[src/pkg/dmahs_params.svh]
// Purpose: Constants for the DMA request/grant handshake block.
// Assumes: CLK_SYS runs at 125 MHz (8 ns period).
// Notes: Timing counts are derived from the time constants below.
`ifndef DMAHS_PARAMS_SVH
`define DMAHS_PARAMS_SVH
`define DMAHS_CLK_PERIOD_NS 8
`define DMAHS_ADDR_W 32
`define DMAHS_DATA_W 48
`define DMAHS_SEL_W 4
`define DMAHS_WAIT_W 3
`define DMAHS_WIDTH_HIGH_NS 6
`define DMAHS_HIGH_CYC ((`DMAHS_WIDTH_HIGH_NS + `DMAHS_CLK_PERIOD_NS - 1) / `DMAHS_CLK_PERIOD_NS)
`define DMAHS_DEPTH_LOG2 2
`endif

[src/pkg/dmahs_pkg.sv]
// Purpose: Types for the DMA request/grant handshake block.
// Assumes: Constants come from dmahs_params.svh.
// Notes: Mode encoding is an enum; strobes travel as a packed struct.
`include "dmahs_params.svh"
package dmahs_pkg;
  typedef enum logic [1:0] {
    DMAHS_MODE_HANDSHAKE,
    DMAHS_MODE_EXT_HANDSHAKE,
    DMAHS_MODE_PACED_MASTER,
    DMAHS_MODE_OFF
  } dmahs_mode_t;

  // All strobes active high here; the top module inverts all but page onto low-active pins.
  typedef struct packed {
    logic grant;
    logic rd;
    logic wr;
    logic sw;
    logic page;
  } dmahs_strobe_t;

  typedef struct packed {
    logic [`DMAHS_ADDR_W-1:0] addr;
    logic [`DMAHS_SEL_W-1:0] sel;
  } dmahs_addr_t;
endpackage

[src/rtl/dmahs_sync.sv]
// Purpose: Two-flop synchroniser for the request pin.
// Assumes: Input is asynchronous to CLK_SYS.
// Notes: Resets to high, the idle level of a low-active request.
`timescale 1ns/10ps
module dmahs_sync (
  input wire logic clk,
  input wire logic nrst,
  input wire logic d,
  output logic q
);
  logic meta_reg;
  logic q_reg;
  logic meta_next;
  logic q_next;

  always_comb begin
    meta_next = d;
    q_next = meta_reg;
  end

  always_ff @(posedge clk or negedge nrst) begin
    if (!nrst) begin
      meta_reg <= 1'b1;
      q_reg <= 1'b1;
    end else begin
      meta_reg <= meta_next;
      q_reg <= q_next;
    end
  end

  assign q = q_reg;
endmodule

[src/rtl/dmahs_top.sv]
// Purpose: Device end of a DMA request/grant handshake channel.
// Assumes: Request pin is asynchronous; transfer descriptor is held steady by the DMA core
//   while XFER_READY is high and is consumed on a pulse of XFER_TAKEN.
// Notes: Pins named _N are active low. One word moves per accepted request.
`timescale 1ns/10ps
`include "dmahs_params.svh"
module dmahs_top (
  input wire logic CLK_SYS,
  input wire logic NRST,
  input wire logic TRANSFER_REQUEST_LINE_N,
  input wire logic [1:0] MODE,
  input wire logic [`DMAHS_WAIT_W-1:0] WAIT_STATES,
  input wire logic HOLD_IDLE_EN,
  input wire logic XFER_READY,
  input wire logic XFER_WRITE,
  input wire logic XFER_PAGE,
  input wire logic XFER_SYNC,
  input wire logic [`DMAHS_ADDR_W-1:0] XFER_ADDR,
  input wire logic [`DMAHS_SEL_W-1:0] XFER_SEL,
  input wire logic [`DMAHS_DATA_W-1:0] XFER_WDATA,
  input wire logic [`DMAHS_DATA_W-1:0] DATA_IN,
  input wire logic ACK,
  output logic XFER_TAKEN,
  output logic RDATA_VALID,
  output logic [`DMAHS_DATA_W-1:0] RDATA,
  output logic TRANSFER_GRANT_STROBE_N,
  output logic RD_N,
  output logic WR_N,
  output logic SYNC_WRITE_SELECT_N,
  output logic PAGE,
  output logic [`DMAHS_ADDR_W-1:0] ADDR,
  output logic [`DMAHS_SEL_W-1:0] MEMORY_SELECT_LINES_N,
  output logic [`DMAHS_DATA_W-1:0] DATA_OUT,
  output logic DATA_OE,
  output logic BUSY
);
  typedef enum logic [2:0] {
    S_IDLE,
    S_SETUP,
    S_ACTIVE,
    S_HOLD,
    S_RELEASE,
    S_GAP
  } dmahs_state_t;

  logic req_sync;
  logic req_low;
  logic wait_done;
  logic wait_load;
  logic [`DMAHS_WAIT_W-1:0] wait_value;

  dmahs_state_t state_reg;
  dmahs_state_t state_next;
  dmahs_pkg::dmahs_strobe_t strb_reg;
  dmahs_pkg::dmahs_strobe_t strb_next;
  dmahs_pkg::dmahs_addr_t addr_reg;
  dmahs_pkg::dmahs_addr_t addr_next;
  dmahs_pkg::dmahs_mode_t mode_reg;
  dmahs_pkg::dmahs_mode_t mode_next;
  logic write_reg;
  logic write_next;
  logic sync_reg;
  logic sync_next;
  logic [`DMAHS_DATA_W-1:0] dout_reg;
  logic [`DMAHS_DATA_W-1:0] dout_next;
  logic doe_reg;
  logic doe_next;
  logic [`DMAHS_DATA_W-1:0] rdata_reg;
  logic [`DMAHS_DATA_W-1:0] rdata_next;
  logic rvalid_reg;
  logic rvalid_next;
  logic taken_reg;
  logic taken_next;
  logic [1:0] high_reg;
  logic [1:0] high_next;

  // Paced-master transfers are completed by the memory acknowledge; the others by time.
  function automatic logic uses_grant(input dmahs_pkg::dmahs_mode_t m);
    uses_grant = (m == dmahs_pkg::DMAHS_MODE_HANDSHAKE) ||
                 (m == dmahs_pkg::DMAHS_MODE_EXT_HANDSHAKE);
  endfunction

  function automatic logic uses_bus(input dmahs_pkg::dmahs_mode_t m);
    uses_bus = (m == dmahs_pkg::DMAHS_MODE_EXT_HANDSHAKE) ||
               (m == dmahs_pkg::DMAHS_MODE_PACED_MASTER);
  endfunction

  // The request pin is asynchronous; a request that misses the sampling edge is
  // simply seen one cycle later.
  dmahs_sync u_req_sync (
    .clk(CLK_SYS),
    .nrst(NRST),
    .d(TRANSFER_REQUEST_LINE_N),
    .q(req_sync)
  );

  assign req_low = !req_sync;

  dmahs_wait_cnt u_wait (
    .clk(CLK_SYS),
    .nrst(NRST),
    .load(wait_load),
    .value(wait_value),
    .done(wait_done)
  );

  always_comb begin
    state_next = state_reg;
    strb_next = strb_reg;
    addr_next = addr_reg;
    mode_next = mode_reg;
    write_next = write_reg;
    sync_next = sync_reg;
    dout_next = dout_reg;
    doe_next = doe_reg;
    rdata_next = rdata_reg;
    rvalid_next = 1'b0;
    taken_next = 1'b0;
    high_next = high_reg;
    wait_load = 1'b0;
    wait_value = WAIT_STATES;
    case (state_reg)
      S_IDLE: begin
        if (high_reg != 2'h0) begin
          high_next = high_reg - 2'h1;
        end
        // A transfer only begins on a recognised request.
        if (req_low && XFER_READY && high_reg == 2'h0 &&
            MODE != dmahs_pkg::DMAHS_MODE_OFF) begin
          mode_next = dmahs_pkg::dmahs_mode_t'(MODE);
          write_next = XFER_WRITE;
          sync_next = XFER_SYNC;
          taken_next = 1'b1;
          // Address, selects and page are driven a cycle ahead of the grant and bus strobes.
          addr_next.addr = XFER_ADDR;
          addr_next.sel = XFER_SEL;
          strb_next.page = XFER_PAGE;
          dout_next = XFER_WDATA;
          doe_next = XFER_WRITE;
          state_next = S_SETUP;
        end
      end
      S_SETUP: begin
        // One grant pulse per accepted request; paced master leaves it idle.
        strb_next.grant = uses_grant(mode_reg);
        // External handshake and paced master drive the bus strobes.
        strb_next.rd = uses_bus(mode_reg) && !write_reg;
        strb_next.wr = uses_bus(mode_reg) && write_reg;
        strb_next.sw = uses_bus(mode_reg) && write_reg && sync_reg;
        wait_load = 1'b1;
        state_next = S_ACTIVE;
      end
      S_ACTIVE: begin
        // Wait states stretch the active window before the write strobe rises.
        if (wait_done && (uses_grant(mode_reg) || ACK)) begin
          state_next = S_HOLD;
        end
      end
      S_HOLD: begin
        // A request kept low holds the write open or stretches the read cycle by cycle.
        if (!req_low) begin
          if (!write_reg) begin
            rdata_next = DATA_IN;
            rvalid_next = 1'b1;
          end
          // Write strobe rises first; grant follows on the next edge.
          strb_next.wr = 1'b0;
          strb_next.rd = 1'b0;
          strb_next.sw = 1'b0;
          state_next = S_RELEASE;
        end
      end
      S_RELEASE: begin
        // Address and selects stay put through this edge, where grant rises.
        strb_next.grant = 1'b0;
        high_next = 2'(`DMAHS_HIGH_CYC);
        state_next = HOLD_IDLE_EN ? S_GAP : S_IDLE;
      end
      S_GAP: begin
        // Configured hold or idle cycle adds one clock before the next strobe.
        doe_next = 1'b0;
        state_next = S_IDLE;
      end
      default: begin
        state_next = S_IDLE;
      end
    endcase
    if (state_reg == S_IDLE && state_next == S_IDLE) begin
      doe_next = 1'b0;
    end
  end

  always_ff @(posedge CLK_SYS or negedge NRST) begin
    if (!NRST) begin
      state_reg <= S_IDLE;
      strb_reg <= '0;
      addr_reg <= '0;
      mode_reg <= dmahs_pkg::DMAHS_MODE_OFF;
      write_reg <= 1'b0;
      sync_reg <= 1'b0;
      dout_reg <= '0;
      doe_reg <= 1'b0;
      rdata_reg <= '0;
      rvalid_reg <= 1'b0;
      taken_reg <= 1'b0;
      high_reg <= 2'h0;
    end else begin
      state_reg <= state_next;
      strb_reg <= strb_next;
      addr_reg <= addr_next;
      mode_reg <= mode_next;
      write_reg <= write_next;
      sync_reg <= sync_next;
      dout_reg <= dout_next;
      doe_reg <= doe_next;
      rdata_reg <= rdata_next;
      rvalid_reg <= rvalid_next;
      taken_reg <= taken_next;
      high_reg <= high_next;
    end
  end

  // Busy flop mirrors the next state so the port itself comes from a flip-flop.
  logic busy_reg;
  always_ff @(posedge CLK_SYS or negedge NRST) begin
    if (!NRST) begin
      busy_reg <= 1'b0;
    end else begin
      busy_reg <= (state_next != S_IDLE);
    end
  end

  assign TRANSFER_GRANT_STROBE_N = !strb_reg.grant;
  assign RD_N = !strb_reg.rd;
  assign WR_N = !strb_reg.wr;
  assign SYNC_WRITE_SELECT_N = !strb_reg.sw;
  assign PAGE = strb_reg.page;
  assign ADDR = addr_reg.addr;
  assign MEMORY_SELECT_LINES_N = ~addr_reg.sel;
  assign DATA_OUT = dout_reg;
  assign DATA_OE = doe_reg;
  assign RDATA = rdata_reg;
  assign RDATA_VALID = rvalid_reg;
  assign XFER_TAKEN = taken_reg;
  assign BUSY = busy_reg;
endmodule

[src/rtl/dmahs_wait_cnt.sv]
// Purpose: Loadable down-counter for wait and stretch intervals.
// Assumes: Single clock domain.
// Notes: done is high while the count is zero and load is low.
`timescale 1ns/10ps
`include "dmahs_params.svh"
module dmahs_wait_cnt (
  input wire logic clk,
  input wire logic nrst,
  input wire logic load,
  input wire logic [`DMAHS_WAIT_W-1:0] value,
  output logic done
);
  logic [`DMAHS_WAIT_W-1:0] cnt_reg;
  logic [`DMAHS_WAIT_W-1:0] cnt_next;

  always_comb begin
    cnt_next = cnt_reg;
    if (load) begin
      cnt_next = value;
    end else if (cnt_reg != '0) begin
      cnt_next = cnt_reg - 1'b1;
    end
  end

  always_ff @(posedge clk or negedge nrst) begin
    if (!nrst) begin
      cnt_reg <= '0;
    end else begin
      cnt_reg <= cnt_next;
    end
  end

  assign done = (cnt_reg == '0) && !load;
endmodule

[config.mk]
export PLATFORM = sky130hd
export DESIGN_NAME = dmahs_top
export DESIGN_NICKNAME = d
export VERILOG_FILES = /design/src/pkg/dmahs_pkg.sv /design/src/rtl/dmahs_sync.sv /design/src/rtl/dmahs_top.sv /design/src/rtl/dmahs_wait_cnt.sv
export VERILOG_INCLUDE_DIRS = /design/src /design/src/pkg
export SDC_FILE = /design/constraint.sdc
export NUM_CORES = 1
export LEC_CHECK = 0
export ABC_AREA = 1
export BUFFER_PORTS_ARGS = -buffer_cell sky130_fd_sc_hd__buf_4
export CELL_PAD_IN_SITES_DETAIL_PLACEMENT = 1
export CELL_PAD_IN_SITES_GLOBAL_PLACEMENT = 1
export CORE_ASPECT_RATIO = 1.5
export CORE_MARGIN = 3
export CORE_UTILIZATION = 36
export DETAILED_ROUTE_END_ITERATION = 6
export PLACE_DENSITY_LB_ADDON = 0.1
export SETUP_SLACK_MARGIN = 0.3
export SLEW_MARGIN = 5
export SYNTH_ARGS = -nofsm -noshare
export SYNTH_HDL_FRONTEND = slang
export SYNTH_SLANG_ARGS = --single-unit
[constraint.sdc]
create_clock -name CLK_SYS -period 4.5 [get_ports CLK_SYS]
set_input_delay 0.675 -clock CLK_SYS [delete_from_list [all_inputs] [get_ports CLK_SYS]]
set_output_delay 0.675 -clock CLK_SYS [all_outputs]
set_load 0.02 [all_outputs]
-- Yosys cells after proc, flatten, opt, wreduce, memory -nomap -nowiden
Cells that the tools add are included.
- register bits after elaboration: 155
- bits of input ports: 146
- output and inout port bits: 141
- logic and storage cells: 94
- add/subtract/negate cells: 2
- eq/ne operators: 11
- muxes and demuxes: 21
- bitwise logic cells: 2
- reduce and logical (&&, ||, !) cells: 37
- operators by type and width (kind ; number):
    $mux W3 ; 7
    $pmux W3 S5 ; 1
    $reduce_bool A2 Y1 ; 5
    $logic_and A1 B1 Y1 ; 9
    $logic_not A3 Y1 ; 3
    $reduce_bool A3 Y1 ; 3
    $mux W1 ; 8
    $reduce_and A2 Y1 ; 4
    $logic_not A1 Y1 ; 7
    $eq A3 B2 Y1 const B ; 2
    $eq A3 B3 Y1 const B ; 2
    $pmux W3 S2 ; 1
    $logic_not A2 Y1 ; 2
    $ne A2 B2 Y1 const B ; 2
    $not A4 Y4 ; 1
    $pmux W1 S2 ; 2
    $pmux W2 S2 ; 1
    $eq A3 B1 Y1 const B ; 1
    $logic_or A1 B1 Y1 ; 3
    $ne A3 B2 Y1 const B ; 1
    $reduce_and A3 Y1 ; 1
    $sub A3 B1 Y3 const B ; 1
    $eq A2 B1 Y1 const B ; 1
    $eq A2 B2 Y1 const B ; 1
    4 further kinds ; 4

-- Depth between registers and ports, before layout
Gate-level depths: netlist of run 1.
- depth after elaboration: 11
- depth in mapped cells: 10

-- Cells and area by module
A second synthesis of run 1 with hierarchy kept.
- cells, all modules: 728
- area, all modules: 6476.2 µm²
- by module, submodules not included (module ; times used ; cells an instance ; area each (µm²) ; seq. area each (µm²)):
    dmahs_top ; 1 ; 697 ; 6223.5 ; 3756.1
    dmahs_wait_cnt ; 1 ; 29 ; 200.2 ; 75.1
    dmahs_sync ; 1 ; 2 ; 52.6 ; 52.6

-- Worst setup path before layout of run 1
OpenSTA, ideal clock, no wires.
- path type: in2reg
- from: input XFER_READY
- to: register addr_reg, in the netlist ADDR[10]
- library setup time: 0.065 ns
- arrival time: 1.509 ns
- path slack: 2.926 ns
- stages: 7
- buffers on the path: 2
- cells stage by stage: nand2_1 > inv_1 > nand3_1 > clkbuf_1 > clkbuf_1 > o21ai_0 > nand2_1
- word-level cells in the longest chain between the ends: 4
- RTL lines (item ; line ; RTL):
    start, declared ; dmahs_top.sv:14 ; input wire logic XFER_READY,
    $logic_and A1 B1 Y1 (3 in a row) ; dmahs_top.sv:128 ; if (req_low && XFER_READY && high_reg == 2'h0 &&
    $reduce_and A2 Y1 (no source line) ; n/a ;
    end signal, assigned ; dmahs_top.sv:210 ; addr_reg <= addr_next;
    end, declared ; dmahs_top.sv:56 ; dmahs_pkg::dmahs_addr_t addr_reg;
No other way between the ends.
A chain may end at the register's enable or synchronous reset.

-- Worst setup path in the final report of run 1
- from: register state_reg[0]
- to: register rdata_reg[4] (netlist: RDATA[4])
- word-level cells in the longest chain between the ends: 2
- RTL lines (item ; line ; RTL):
    start, declared ; dmahs_top.sv:52 ; dmahs_state_t state_reg;
    start signal, assigned ; dmahs_top.sv:208 ; state_reg <= state_next;
    $eq A3 B2 Y1 ; dmahs_top.sv:122 ; case (state_reg)
    $reduce_and A3 Y1 (no source line) ; n/a ;
    end signal, assigned ; dmahs_top.sv:216 ; rdata_reg <= rdata_next;
    end, declared ; dmahs_top.sv:68 ; logic [`DMAHS_DATA_W-1:0] rdata_reg;
No other way between the ends.

==> metrics.md, run 1 <==
| Metric | Value |
|---|---|
| Status | `completed` |
| Most used cells in the layout excluding fill and tap cells | `nand2_1 (336), buf_4 (290), dfrtp_1 (151), o21ai_0 (94), inv_1 (26)` |
| Synth area leader | `dfrtp_1` |
| Relative slew margins | `0.386` |
| # clock sinks | `155` |
| Area used by sequential logic in the layout | `3880 um2` |
| N_diodes | `0` |
| Count of placed standard cells in the final layout, fillers left out | `1190` |
| Placement Cell Area | `8460 um2` |
| Required time reported for the critical path endpoint | `4.85 ns` |
| Post-synthesis net count | `875` |
| Sequential fraction of the synthesis area | `0.606` |
| Final non-filler cell area | `9070 um2` |
| Worst-case clock skew | `0.00820 ns` |
| Post-detailed-route count of antenna-violating nets | `0` |
| Unique cell type count in the Yosys netlist | `22` |
| Post_cts resized | `0` |
| Total congestion overflow | `0` |
| Total negative slack for setup checks | `0 ns` |
| RSZ-0062 raised after global routing | `no` |
| Number of antenna violations at the first check in global routing | `0` |
| Final Slew Violations | `0` |
| Residual DRC | `0` |
| Clock tree from TritonCTS | `done` |
| Type of element capturing the critical path | `flip-flop` |
| Clock transition at the registers of the reported paths | `0.06 ns` |
| Final Net Count | `1116` |
| Worst hold slack across all endpoints | `0.342 ns` |
| Post-layout power | `6.90 mW` |
| Kind of critical path | `reg2reg` |
| Buffers inserted by post-CTS timing repair | `0` |
| GPL Wtd Cong | `0.795` |
| Share of cells above drive strength 1 | `0.341` |
| Vias post-DR | `5609` |
| Tightest Pin Transition | `0.918 ns` |
| Wire length reported by the detailed router | `20400 um` |
| Bufs on Longest Clock Path | `2` |
| Kind of start point of the critical path | `flip-flop` |
| Post-synth top area share | `0.589` |
| Port-buffer cells | `286` |
| Yosys synthesis warning count | `0` |
| Number of global-route vias before repair | `6099` |
| Top fanout value on the critical path | `49` |
| Total Die Area | `19500 um2` |
| Mean area per synthesized cell | `8.86 um2` |
| Pin count of the biggest net entering global routing | `90` |
| Cell total after placement | `1159` |
| # IOs | `287` |
| Row cnt | `59` |
| Height of the chip | `169 um` |
| Peak VDD IR | `0.000306 V` |
| Time the worst path needs with I/O delays and setup | `2.27 ns` |
| GR Util All Layers | `0.211` |
| Hold crit path type | `in2async` |
| Total power density per cell area | `761 nW/um2` |
| Quantity of hold-fixing buffers added after cts | `0` |
| Largest cells by area after synthesis | `dfrtp_1 (59%), nand2_1 (20%), o21ai_0 (7.3%)` |
| Most common cell after layout, fill and taps aside | `nand2_1` |
| Leakage power of the design | `4.86 nW` |
| Post-place setup slack | `2.16 ns` |
| Total of max-cap violations | `0` |
| Maximum clock frequency | `441 MHz` |
| Worst reg2reg path depth | `7` |
| Initial DRT Pass Iterations | `6` |
| Worst path setup slack after routing | `2.23 ns` |
| Effective utilization at floorplan | `0.368` |
| Core Util, Final | `0.521` |
| Arrival time reported for the critical path endpoint | `2.62 ns` |
| Number of fill cells in the layout | `2078` |
| Multi-input gate area in the final layout | `1990 um2` |
| Average via count per standard cell | `4.71` |
| First-pass GRT wire length | `31900 um` |
| Post-Syn Instances | `724` |
| TritonCTS buffer count | `17` |
| Layout area overhead | `41.5%` |
| Die Span X | `115 um` |
| Hold violation total from the final report | `0` |
| Total standard cell area after synthesis | `6410 um2` |
| HPWL after DPL | `14300 um` |
| Initial DRC count | `161` |
| Clock network latency to the later pin of the worst-skew pair | `0.42 ns` |
| Post-route clock period utilization | `0.504` |
| Clock H-tree levels | `4` |
| Drt wl/cell | `17.2 um` |
| Number of synthesized register bits | `155` |
| Placeable Area | `17400 um2` |
| Final setup violation count | `0` |
| Clock root cell | `clkbuf_16` |
[cells by family (layout without fill, tap and decap cells)]
family	after synthesis	count (layout)	synth area share
adders and majority gates	5	5	0.00976
AOI/OAI and AO/OA	102	102	0.0808
buffers and inverters	98	351	0.0845
xor gates and xnor gates	1	1	0.00137
DFF	155	155	0.606
and+or+nand+nor	363	363	0.218
[power breakdown]
part / switching, mW / internal (mW) / leakage (nW)
clock network: 0.566 / 0.941 / 0.297
logic: 1.84 / 1.16 / 2.68
registers: 0.348 / 2.05 / 1.88
total: 2.75 / 4.15 / 4.86
[layer usage]
metal | global-route usage | part of all wire
met1 | 0.228 | 0.37
met2 | 0.374 | 0.53
met3 | 0.0724 | 0.074
met4 | 0.0858 | 0.027
met5 | 0 | 0
[cell type report]
cell class | instances | area share
clock inverter | 11 | 0.0185
timing repair buffer | 292 | 0.243
tap | 213 | 0.0294
multi-input combinational | 471 | 0.220
inverter | 28 | 0.0116
clock buffer | 20 | 0.0492
sequential | 155 | 0.428
[worst max-delay path: stages, from the launching register on]
cell and delay [ns]:
dfrtp_1 0.45, nand2_1 0.12, nor2_2 0.22, nand3_2 0.08, buf_4 0.30, inv_2 0.70, nand2_1 0.19, nand2_1 0.11
[path summary, 6_finish.rpt]
kind                       slack, ns            to                 from
max                             2.23      RDATA[4]         state_reg[0]
min                             0.34   DATA_OUT[2]                 NRST
max reg2reg                     2.23      RDATA[4]         state_reg[0]
min reg2reg                     0.36  u_req_sync.q  u_req_sync.meta_reg
max in group asynchronous       3.12   mode_reg[0]                 NRST
min in group CLK_SYS            0.36  u_req_sync.q  u_req_sync.meta_reg
[Yosys cell counts, drive strengths merged]
library cell and number:
nor2 14, ha 5, nand3 11, clkbuf 19, inv 28, o21ai 95, nand4 1, xor2 1
o22ai 2, a21oi 3, dfrtp 151, nand2 337, o211ai 2, dfstp 4, buf 51
Power figures use the tool's default switching activity.
==> inputs of run 2 (changes only) <==
- CORE_UTILIZATION: 36 -> 34
- clock period: 4.5 -> 2.38 ns (I/O delays scaled with it)
==> metrics.md, run 2 (same netlist as run 1, synthesis figures left out) <==
| Metric | Value |
|---|---|
| Crit path top cell by count | `inv_1` |
| RSZ-0062 raised after global routing | `no` |
| Height of the chip | `174 um (+2.8%)` |
| Share of cells above drive strength 1 | `0.345 (+0.00399)` |
| GR Util All Layers | `0.201 (-0.0105)` |
| Port-buffer cells | `286 (unchanged)` |
| Total Die Area | `20600 um2 (+5.6%)` |
| Post_cts resized | `0 (unchanged)` |
| GPL Wtd Cong | `0.781 (-1.7%)` |
| Total of max-cap violations | `0 (unchanged)` |
| Total power density per cell area | `1400 nW/um2 (+84%)` |
| Buffers inserted by post-CTS timing repair | `0 (unchanged)` |
| Vias post-DR | `5702 (+1.7%)` |
| Drt wl/cell | `16.6 um (-3.5%)` |
| Clock tree from TritonCTS | `done` |
| Required time reported for the critical path endpoint | `2.67 ns (-2.18 ns)` |
| Net Switching | `5.26 mW (+91%)` |
| Bufs on Longest Clock Path | `2 (unchanged)` |
| Leakage power of the design | `4.86 nW (about the same)` |
| Clock H-tree levels | `4 (unchanged)` |
| Type of element capturing the critical path | `flip-flop` |
| Die Span X | `118 um (+2.7%)` |
| Average via count per standard cell | `4.62 (-2.0%)` |
| Share of power burned in the clock network | `0.201 (-0.017)` |
| Number of global-route vias before repair | `6087 (-0.20%)` |
| Final setup violation count | `0 (unchanged)` |
| Initial DRC count | `282 (+75%)` |
| Post-route clock period utilization | `0.664 (+0.160)` |
| Final Net Count | `1124 (+0.72%)` |
| Register share of total power | `0.352 (+0.005)` |
| Clock transition at the registers of the reported paths | `0.06 ns (about the same)` |
| Placeable Area | `18200 um2 (+4.7%)` |
| Switching power as a share of total power | `0.411 (+0.0117)` |
| Kind of critical path | `reg2reg` |
| CP max stage delay | `0.38 ns (-0.32 ns)` |
| Number of antenna violations at the first check in global routing | `2 (+2)` |
| Residual DRC | `0 (unchanged)` |
| Clock root cell | `clkbuf_16` |
| Clock network latency to the later pin of the worst-skew pair | `0.42 ns (about the same)` |
| Tightest Pin Transition | `0.591 ns (-0.328 ns)` |
| Post-detailed-route count of antenna-violating nets | `0 (unchanged)` |
| First-pass GRT wire length | `32800 um (+2.9%)` |
| Maximum clock frequency | `633 MHz (+44%)` |
| HPWL after DPL | `14500 um (+1.6%)` |
| Status | `completed` |
| Worst-case clock skew | `0.00972 ns (+0.00153 ns)` |
| Final non-filler cell area | `9160 um2 (+0.95%)` |
| Relative slew margins | `0.606 (+0.220)` |
| Effective utilization at floorplan | `0.351 (-0.0166)` |
| Pin count of the biggest net entering global routing | `63 (-30%)` |
| Most common cell after layout, fill and taps aside | `nand2_1` |
| Total congestion overflow | `0 (unchanged)` |
| Total internal power | `7.55 mW (+82%)` |
| Wire length reported by the detailed router | `20500 um (+0.18%)` |
| Peak VDD IR | `0.000562 V (+84%)` |
| Placement Cell Area | `8590 um2 (+1.6%)` |
| Register-to-Register Setup Slack | `0.80 ns (-1.43 ns)` |
| Total negative slack for setup checks | `0 ns (unchanged)` |
| Initial DRT Pass Iterations | `4 (-2)` |
| Row cnt | `60 (+1.7%)` |
| # IOs | `287 (unchanged)` |
| Most used cells in the layout excluding fill and tap cells | `nand2_1 (336), buf_4 (294), dfrtp_1 (151), o21ai_0 (94), inv_1 (26)` |
| Comb power frac | `0.446 (+0.011)` |
| Cell Chain, Critical Path | `inv_1 > ha_1 > nand2_1 > inv_1 > nand3_2 > nor2_4 > buf_4 > o21ai_0` |
| # clock sinks | `155 (unchanged)` |
| Arrival time reported for the critical path endpoint | `1.87 ns (-0.75 ns)` |
| Hold violation total from the final report | `0 (unchanged)` |
| TritonCTS buffer count | `17 (unchanged)` |
| Top fanout value on the critical path | `36 (-27%)` |
| Hold crit path type | `in2reg` |
| Kind of start point of the critical path | `flip-flop` |
| Slowest-stage cell, CP | `dfrtp_1` |
| Time the worst path needs with I/O delays and setup | `1.58 ns (-0.689 ns)` |
| Final Slew Violations | `0 (unchanged)` |
| Layout area overhead | `42.8%` |
[run 2: cell count changes in the layout (fill, tap and decap cells not counted), sizes merged]
cell,delta
diode,+1
clkinv,-2
clkinvlp,+5
buf,+7
bufinv,-3
dlygate4sd3,+1
inv,+1
[run 2: power by group through the flow]
stage | clock (mW) | combinational [mW] | sequential (mW)
2_1_floorplan | 0 | 2.43 | 5.45
3_3_place_gp | 0 | 5.73 | 4.51
3_5_place_dp | 0 | 5.83 | 4.55
4_1_cts | 2.65 | 5.84 | 4.53
5_1_grt | 2.75 | 6.27 | 4.68
6_report | 2.58 | 5.72 | 4.51
[run 2: final timing paths]
| check | startpoint | to | cells after the start |
|---|---|---|---|
| min in group asynchronous | NRST | u_wait.cnt_reg[2] | 2 |
| max reg2reg | high_reg[0] | addr_reg[2] | 8 |
| max | high_reg[0] | addr_reg[2] | 8 |
| min | TRANSFER_REQUEST_LINE_N | u_req_sync.meta_reg | 1 |
| max in group asynchronous | NRST | DATA_OUT[3] | 3 |
| min reg2reg | u_req_sync.meta_reg | u_req_sync.q | 0 |
[run 2: stage by stage]
stage                     power, mW  worst slack (ns)  hold slack, ns  utilization  cells
after floorplan                7.88             0.907          0.0614            -    724
final                          12.8             0.800          0.0497        0.502   1235
after CTS                      13.0             0.782          0.0281        0.502   1234
after global routing           13.7             0.604          0.0262        0.502   1235
after global placement         10.2             0.843           0.347        0.471   1201
after detailed placement       10.4             0.768           0.356        0.471   1201
[run 2: critical path, delay by kind of cell, from the launching register on]
family / cells / cell delay (ns)
buffers and inverters: 3 / 0.49
DFF: 1 / 0.38
and+or+nand+nor: 3 / 0.28
adders and majority gates: 1 / 0.17
AOI/OAI and AO/OA: 1 / 0.13
[run 2: timing repair]
item                                    in CTS  in global routing
hold buffers                                 1                  0
endpoints found under the setup margin       0                  0
hold endpoints to repair                    49                  0
[run 2: routing by layer]
metal,share of wire,vias up,track usage
met5,0.00064,-,0
met2,0.52,202,0.346
met4,0.023,2,0.0724
li1,-,2719,-
met3,0.077,27,0.0693
met1,0.38,2752,0.231
[run 2: final cells by class]
cell class,instances,area (um2)
tap,248,310
fill,2169,9080
multi-input combinational,471,1990
timing repair buffer,300,2310
clock inverter,12,118
clock buffer,20,437
sequential,155,3880
antenna,1,2.50
inverter,28,105
==> inputs of run 3 (changes only) <==
- ABC_AREA: 1 -> 0
- clock period: 2.38 -> 1.43 ns (I/O delays scaled with it)
==> metrics.md, run 3 <==
| Metric | Value |
|---|---|
| HPWL after DPL | `13900 um (-4.2%)` |
| Post-synth top cells | `dfrtp_1 (151), mux2_4 (77), mux2_2 (61), buf_4 (34), inv_1 (18)` |
| Top fanout value on the critical path | `24 (-33%)` |
| Initial DRC count | `138 (-51%)` |
| # IOs | `287 (unchanged)` |
| Total congestion overflow | `0 (unchanged)` |
| Required time reported for the critical path endpoint | `1.73 ns (-0.94 ns)` |
| Pin count of the biggest net entering global routing | `41 (-35%)` |
| Most common cell in the netlist | `dfrtp_1` |
| Wire length reported by the detailed router | `22800 um (+11%)` |
| Prevailing post-synth register cell | `dfrtp_1` |
| Maximum clock frequency | `592 MHz (-6.5%)` |
| Number of fill cells in the layout | `1842 (-15%)` |
| Post-route clock period utilization | `1.18 (+0.518)` |
| Height of the chip | `176 um (+1.2%)` |
| GR Util All Layers | `0.183 (-0.0177)` |
| Worst path setup slack after routing | `-0.260 ns (-1.06 ns)` |
| GPL Wtd Cong | `0.780 (-0.10%)` |
| Bufs on Longest Clock Path | `2 (unchanged)` |
| # clock sinks | `155 (unchanged)` |
| Unique cell type count in the Yosys netlist | `37 (+68%)` |
| Hold path startpoint | `XFER_WDATA[12]` |
| Mean area per synthesized cell | `15.7 um2 (+77%)` |
| Number of global-route vias before repair | `5459 (-10%)` |
| Final Slew Violations | `0 (unchanged)` |
| Hold violation total from the final report | `0 (unchanged)` |
| Kind of critical path | `reg2reg` |
| Hold crit path type | `in2reg` |
| Initial DRT Pass Iterations | `4 (unchanged)` |
| Relative slew margins | `0.776 (+0.170)` |
| Total of max-cap violations | `0 (unchanged)` |
| RSZ-0062 raised after global routing | `yes` |
| Vias post-DR | `5022 (-12%)` |
| Total power density per cell area | `2290 nW/um2 (+64%)` |
| Arrival time reported for the critical path endpoint | `1.99 ns (+0.12 ns)` |
| Drt wl/cell | `20.5 um (+24%)` |
| Final setup violation count | `140 (+140)` |
| Combinational family with the most area after synthesis | `multiplexers` |
| Clock transition at the registers of the reported paths | `0.07 ns (about the same)` |
| Core Util, Final | `0.626 (+0.124)` |
| Clock network latency to the later pin of the worst-skew pair | `0.42 ns (about the same)` |
| Residual DRC | `0 (unchanged)` |
| Yosys synthesis warning count | `0 (unchanged)` |
| N_diodes | `0 (-1)` |
| Port-buffer cells | `286 (unchanged)` |
| Compound-Gate Fraction of Synth Area | `0.0204 (-0.0604)` |
| Post-layout power | `26.9 mW (+110%)` |
| Layout area overhead | `78.6%` |
| Post-Syn Instances | `419 (-42%)` |
| Clock root cell | `clkbuf_16` |
| Share of cells above drive strength 1 | `0.777 (+0.433)` |
| Most used cells in the layout excluding fill and tap cells | `buf_4 (272), buf_6 (164), dfrtp_1 (148), mux2_4 (126), clkbuf_16 (22)` |
| Number of antenna violations at the first check in global routing | `0 (-2)` |
| First-pass GRT wire length | `30000 um (-8.6%)` |
| Time the worst path needs with I/O delays and setup | `1.69 ns (+0.111 ns)` |
| Number of synthesized register bits | `155 (unchanged)` |
| Post-detailed-route count of antenna-violating nets | `0 (unchanged)` |
| Tightest Pin Transition | `0.336 ns (-0.254 ns)` |
| Post-synth EDFFs | `0 (unchanged)` |
| Simple-Gate Fraction of Synth Area | `0.0270 (-0.191)` |
| Clock tree from TritonCTS | `done` |
| Effective utilization at floorplan | `0.350 (-0.00118)` |
| Sequential fraction of the synthesis area | `0.591 (-0.0152)` |
| Most common cell after layout, fill and taps aside | `buf_4` |
| Peak VDD IR | `0.00109 V (+93%)` |
| TritonCTS buffer count | `17 (unchanged)` |
| Status | `complete, but fails checks` |
| Worst reg2reg path depth | `6 (-2)` |
| Leakage power of the design | `6.08 nW (+25%)` |
| XOR/XNOR Fraction of Synth Area | `0.00133 (-0.0000343)` |
| Proportion of synthesized area in mux cells | `0.282 (+0.282)` |
| Average via count per standard cell | `4.52 (-2.0%)` |
| Total Die Area | `21100 um2 (+2.5%)` |
| Launch point of the worst path | `u_req_sync.q` |
| Worst-case clock skew | `0.0152 ns (+0.00550 ns)` |
| Synth area leader | `dfrtp_1` |
| Kind of start point of the critical path | `flip-flop` |
| Worst hold stages | `2 (+1)` |
| Placeable Area | `18800 um2 (+2.9%)` |
| Adder-cell share of the synthesized area | `0.00951 (-0.000245)` |
| Final Net Count | `996 (-11%)` |
| Post-synth top area share | `0.575 (-0.0148)` |
| Clock H-tree levels | `4 (unchanged)` |
| Largest cells by area after synthesis | `dfrtp_1 (57%), mux2_4 (18%), mux2_2 (10%)` |
| Total standard cell area after synthesis | `6580 um2 (+2.6%)` |
| Post-synthesis net count | `570 (-35%)` |
| Proportion of synthesized flip-flops having asynchronous set or reset | `1.00 (unchanged)` |
| Type of element capturing the critical path | `flip-flop` |
| Critical R2R Launch | `u_req_sync.q` |
| Row cnt | `61 (+1.7%)` |
| Die Span X | `120 um (+1.2%)` |
| Violated checks | `negative setup slack` |
[run 3: changes by cell type after synthesis, sizes merged, moves of 10 or more]
cell    change
o21ai      -86
nand3      -10
mux2      +138
nand2     -331
clkbuf     -17
inv        -10
[run 3: final timing paths]
check | end | slack (ns)
min in group asynchronous | RDATA[45] | 0.26
setup reg to reg | ADDR[20] | -0.26
hold reg to reg | u_req_sync.q | 0.37
max in group asynchronous | state_reg[0] | 0.59
hold / removal | DATA_OUT[12] | 0.02
setup / recovery | ADDR[20] | -0.26
[run 3: cell type report]
type                       count  area, um2  area share
clock buffer                  20        457      0.0389
tap                          252        315      0.0268
inverter                      18       67.6     0.00575
multi-input combinational    196       2590       0.221
timing repair buffer         457       4310       0.367
sequential                   155       3890       0.331
clock inverter                12        114     0.00969
[run 3: kinds of logic after synthesis]
logic type | count (synthesis)
adder cells (fa/ha/maj) | 5
AND/OR/NAND/NOR | 31
multiplexers | 139
flip-flops | 155
AO/OA/AOI/OAI | 20
buffers and inverters | 68
XOR/XNOR | 1
[run 3: repair_timing]
action                                  in CTS  in global routing
endpoints found under the setup margin     292                294
gates cloned                                 2                  5
pin swaps                                   13                  6
gates resized for setup                    165                 84
hold buffers                                 3                  0
hold endpoints to repair                    49                  0
buffers inserted                            50                 78
[run 3: worst max-delay path, cell delays in order, from the launching register on]
cell and delay [ns]:
dfstp_2 0.55, buf_4 0.11, nor2b_1 0.04, nand4_1 0.14, buf_4 0.16, buf_12 0.21, mux2_4 0.33
[run 3: metal layers]
metal | global-route usage | routed length, um | vias to the layer above
met4 | 0.0631 | 456 | 0
met5 | 0 | 0 | -
met3 | 0.0651 | 1730 | 30
li1 | - | - | 2272
met1 | 0.203 | 8090 | 2500
met2 | 0.325 | 12500 | 220
[run 3: per-stage QoR]
step | hold WS (ns) | worst slack, ns | instance area (um2) | setup TNS, ns | instances
floorplan | -0.0811 | -0.122 | 6710 | -11.75 | 419
global placement | 0.124 | -0.194 | 9090 | -21.15 | 940
detailed placement | 0.126 | -0.242 | 9090 | -25.44 | 940
CTS | 0.00111 | -0.239 | 10700 | -25.43 | 1027
global route | 0.000851 | -0.358 | 11700 | -42.10 | 1110
finish | 0.0213 | -0.260 | 11700 | -29.32 | 1110
[run 3: report_power, final]
group / internal [mW] / switching [mW] / leakage (nW) / total [mW]
registers: 6.43 / 1.63 / 1.91 / 8.05
logic: 8.84 / 5.62 / 3.90 / 14.5
clock network: 2.50 / 1.88 / 0.269 / 4.39
total: 17.8 / 9.13 / 6.08 / 26.9
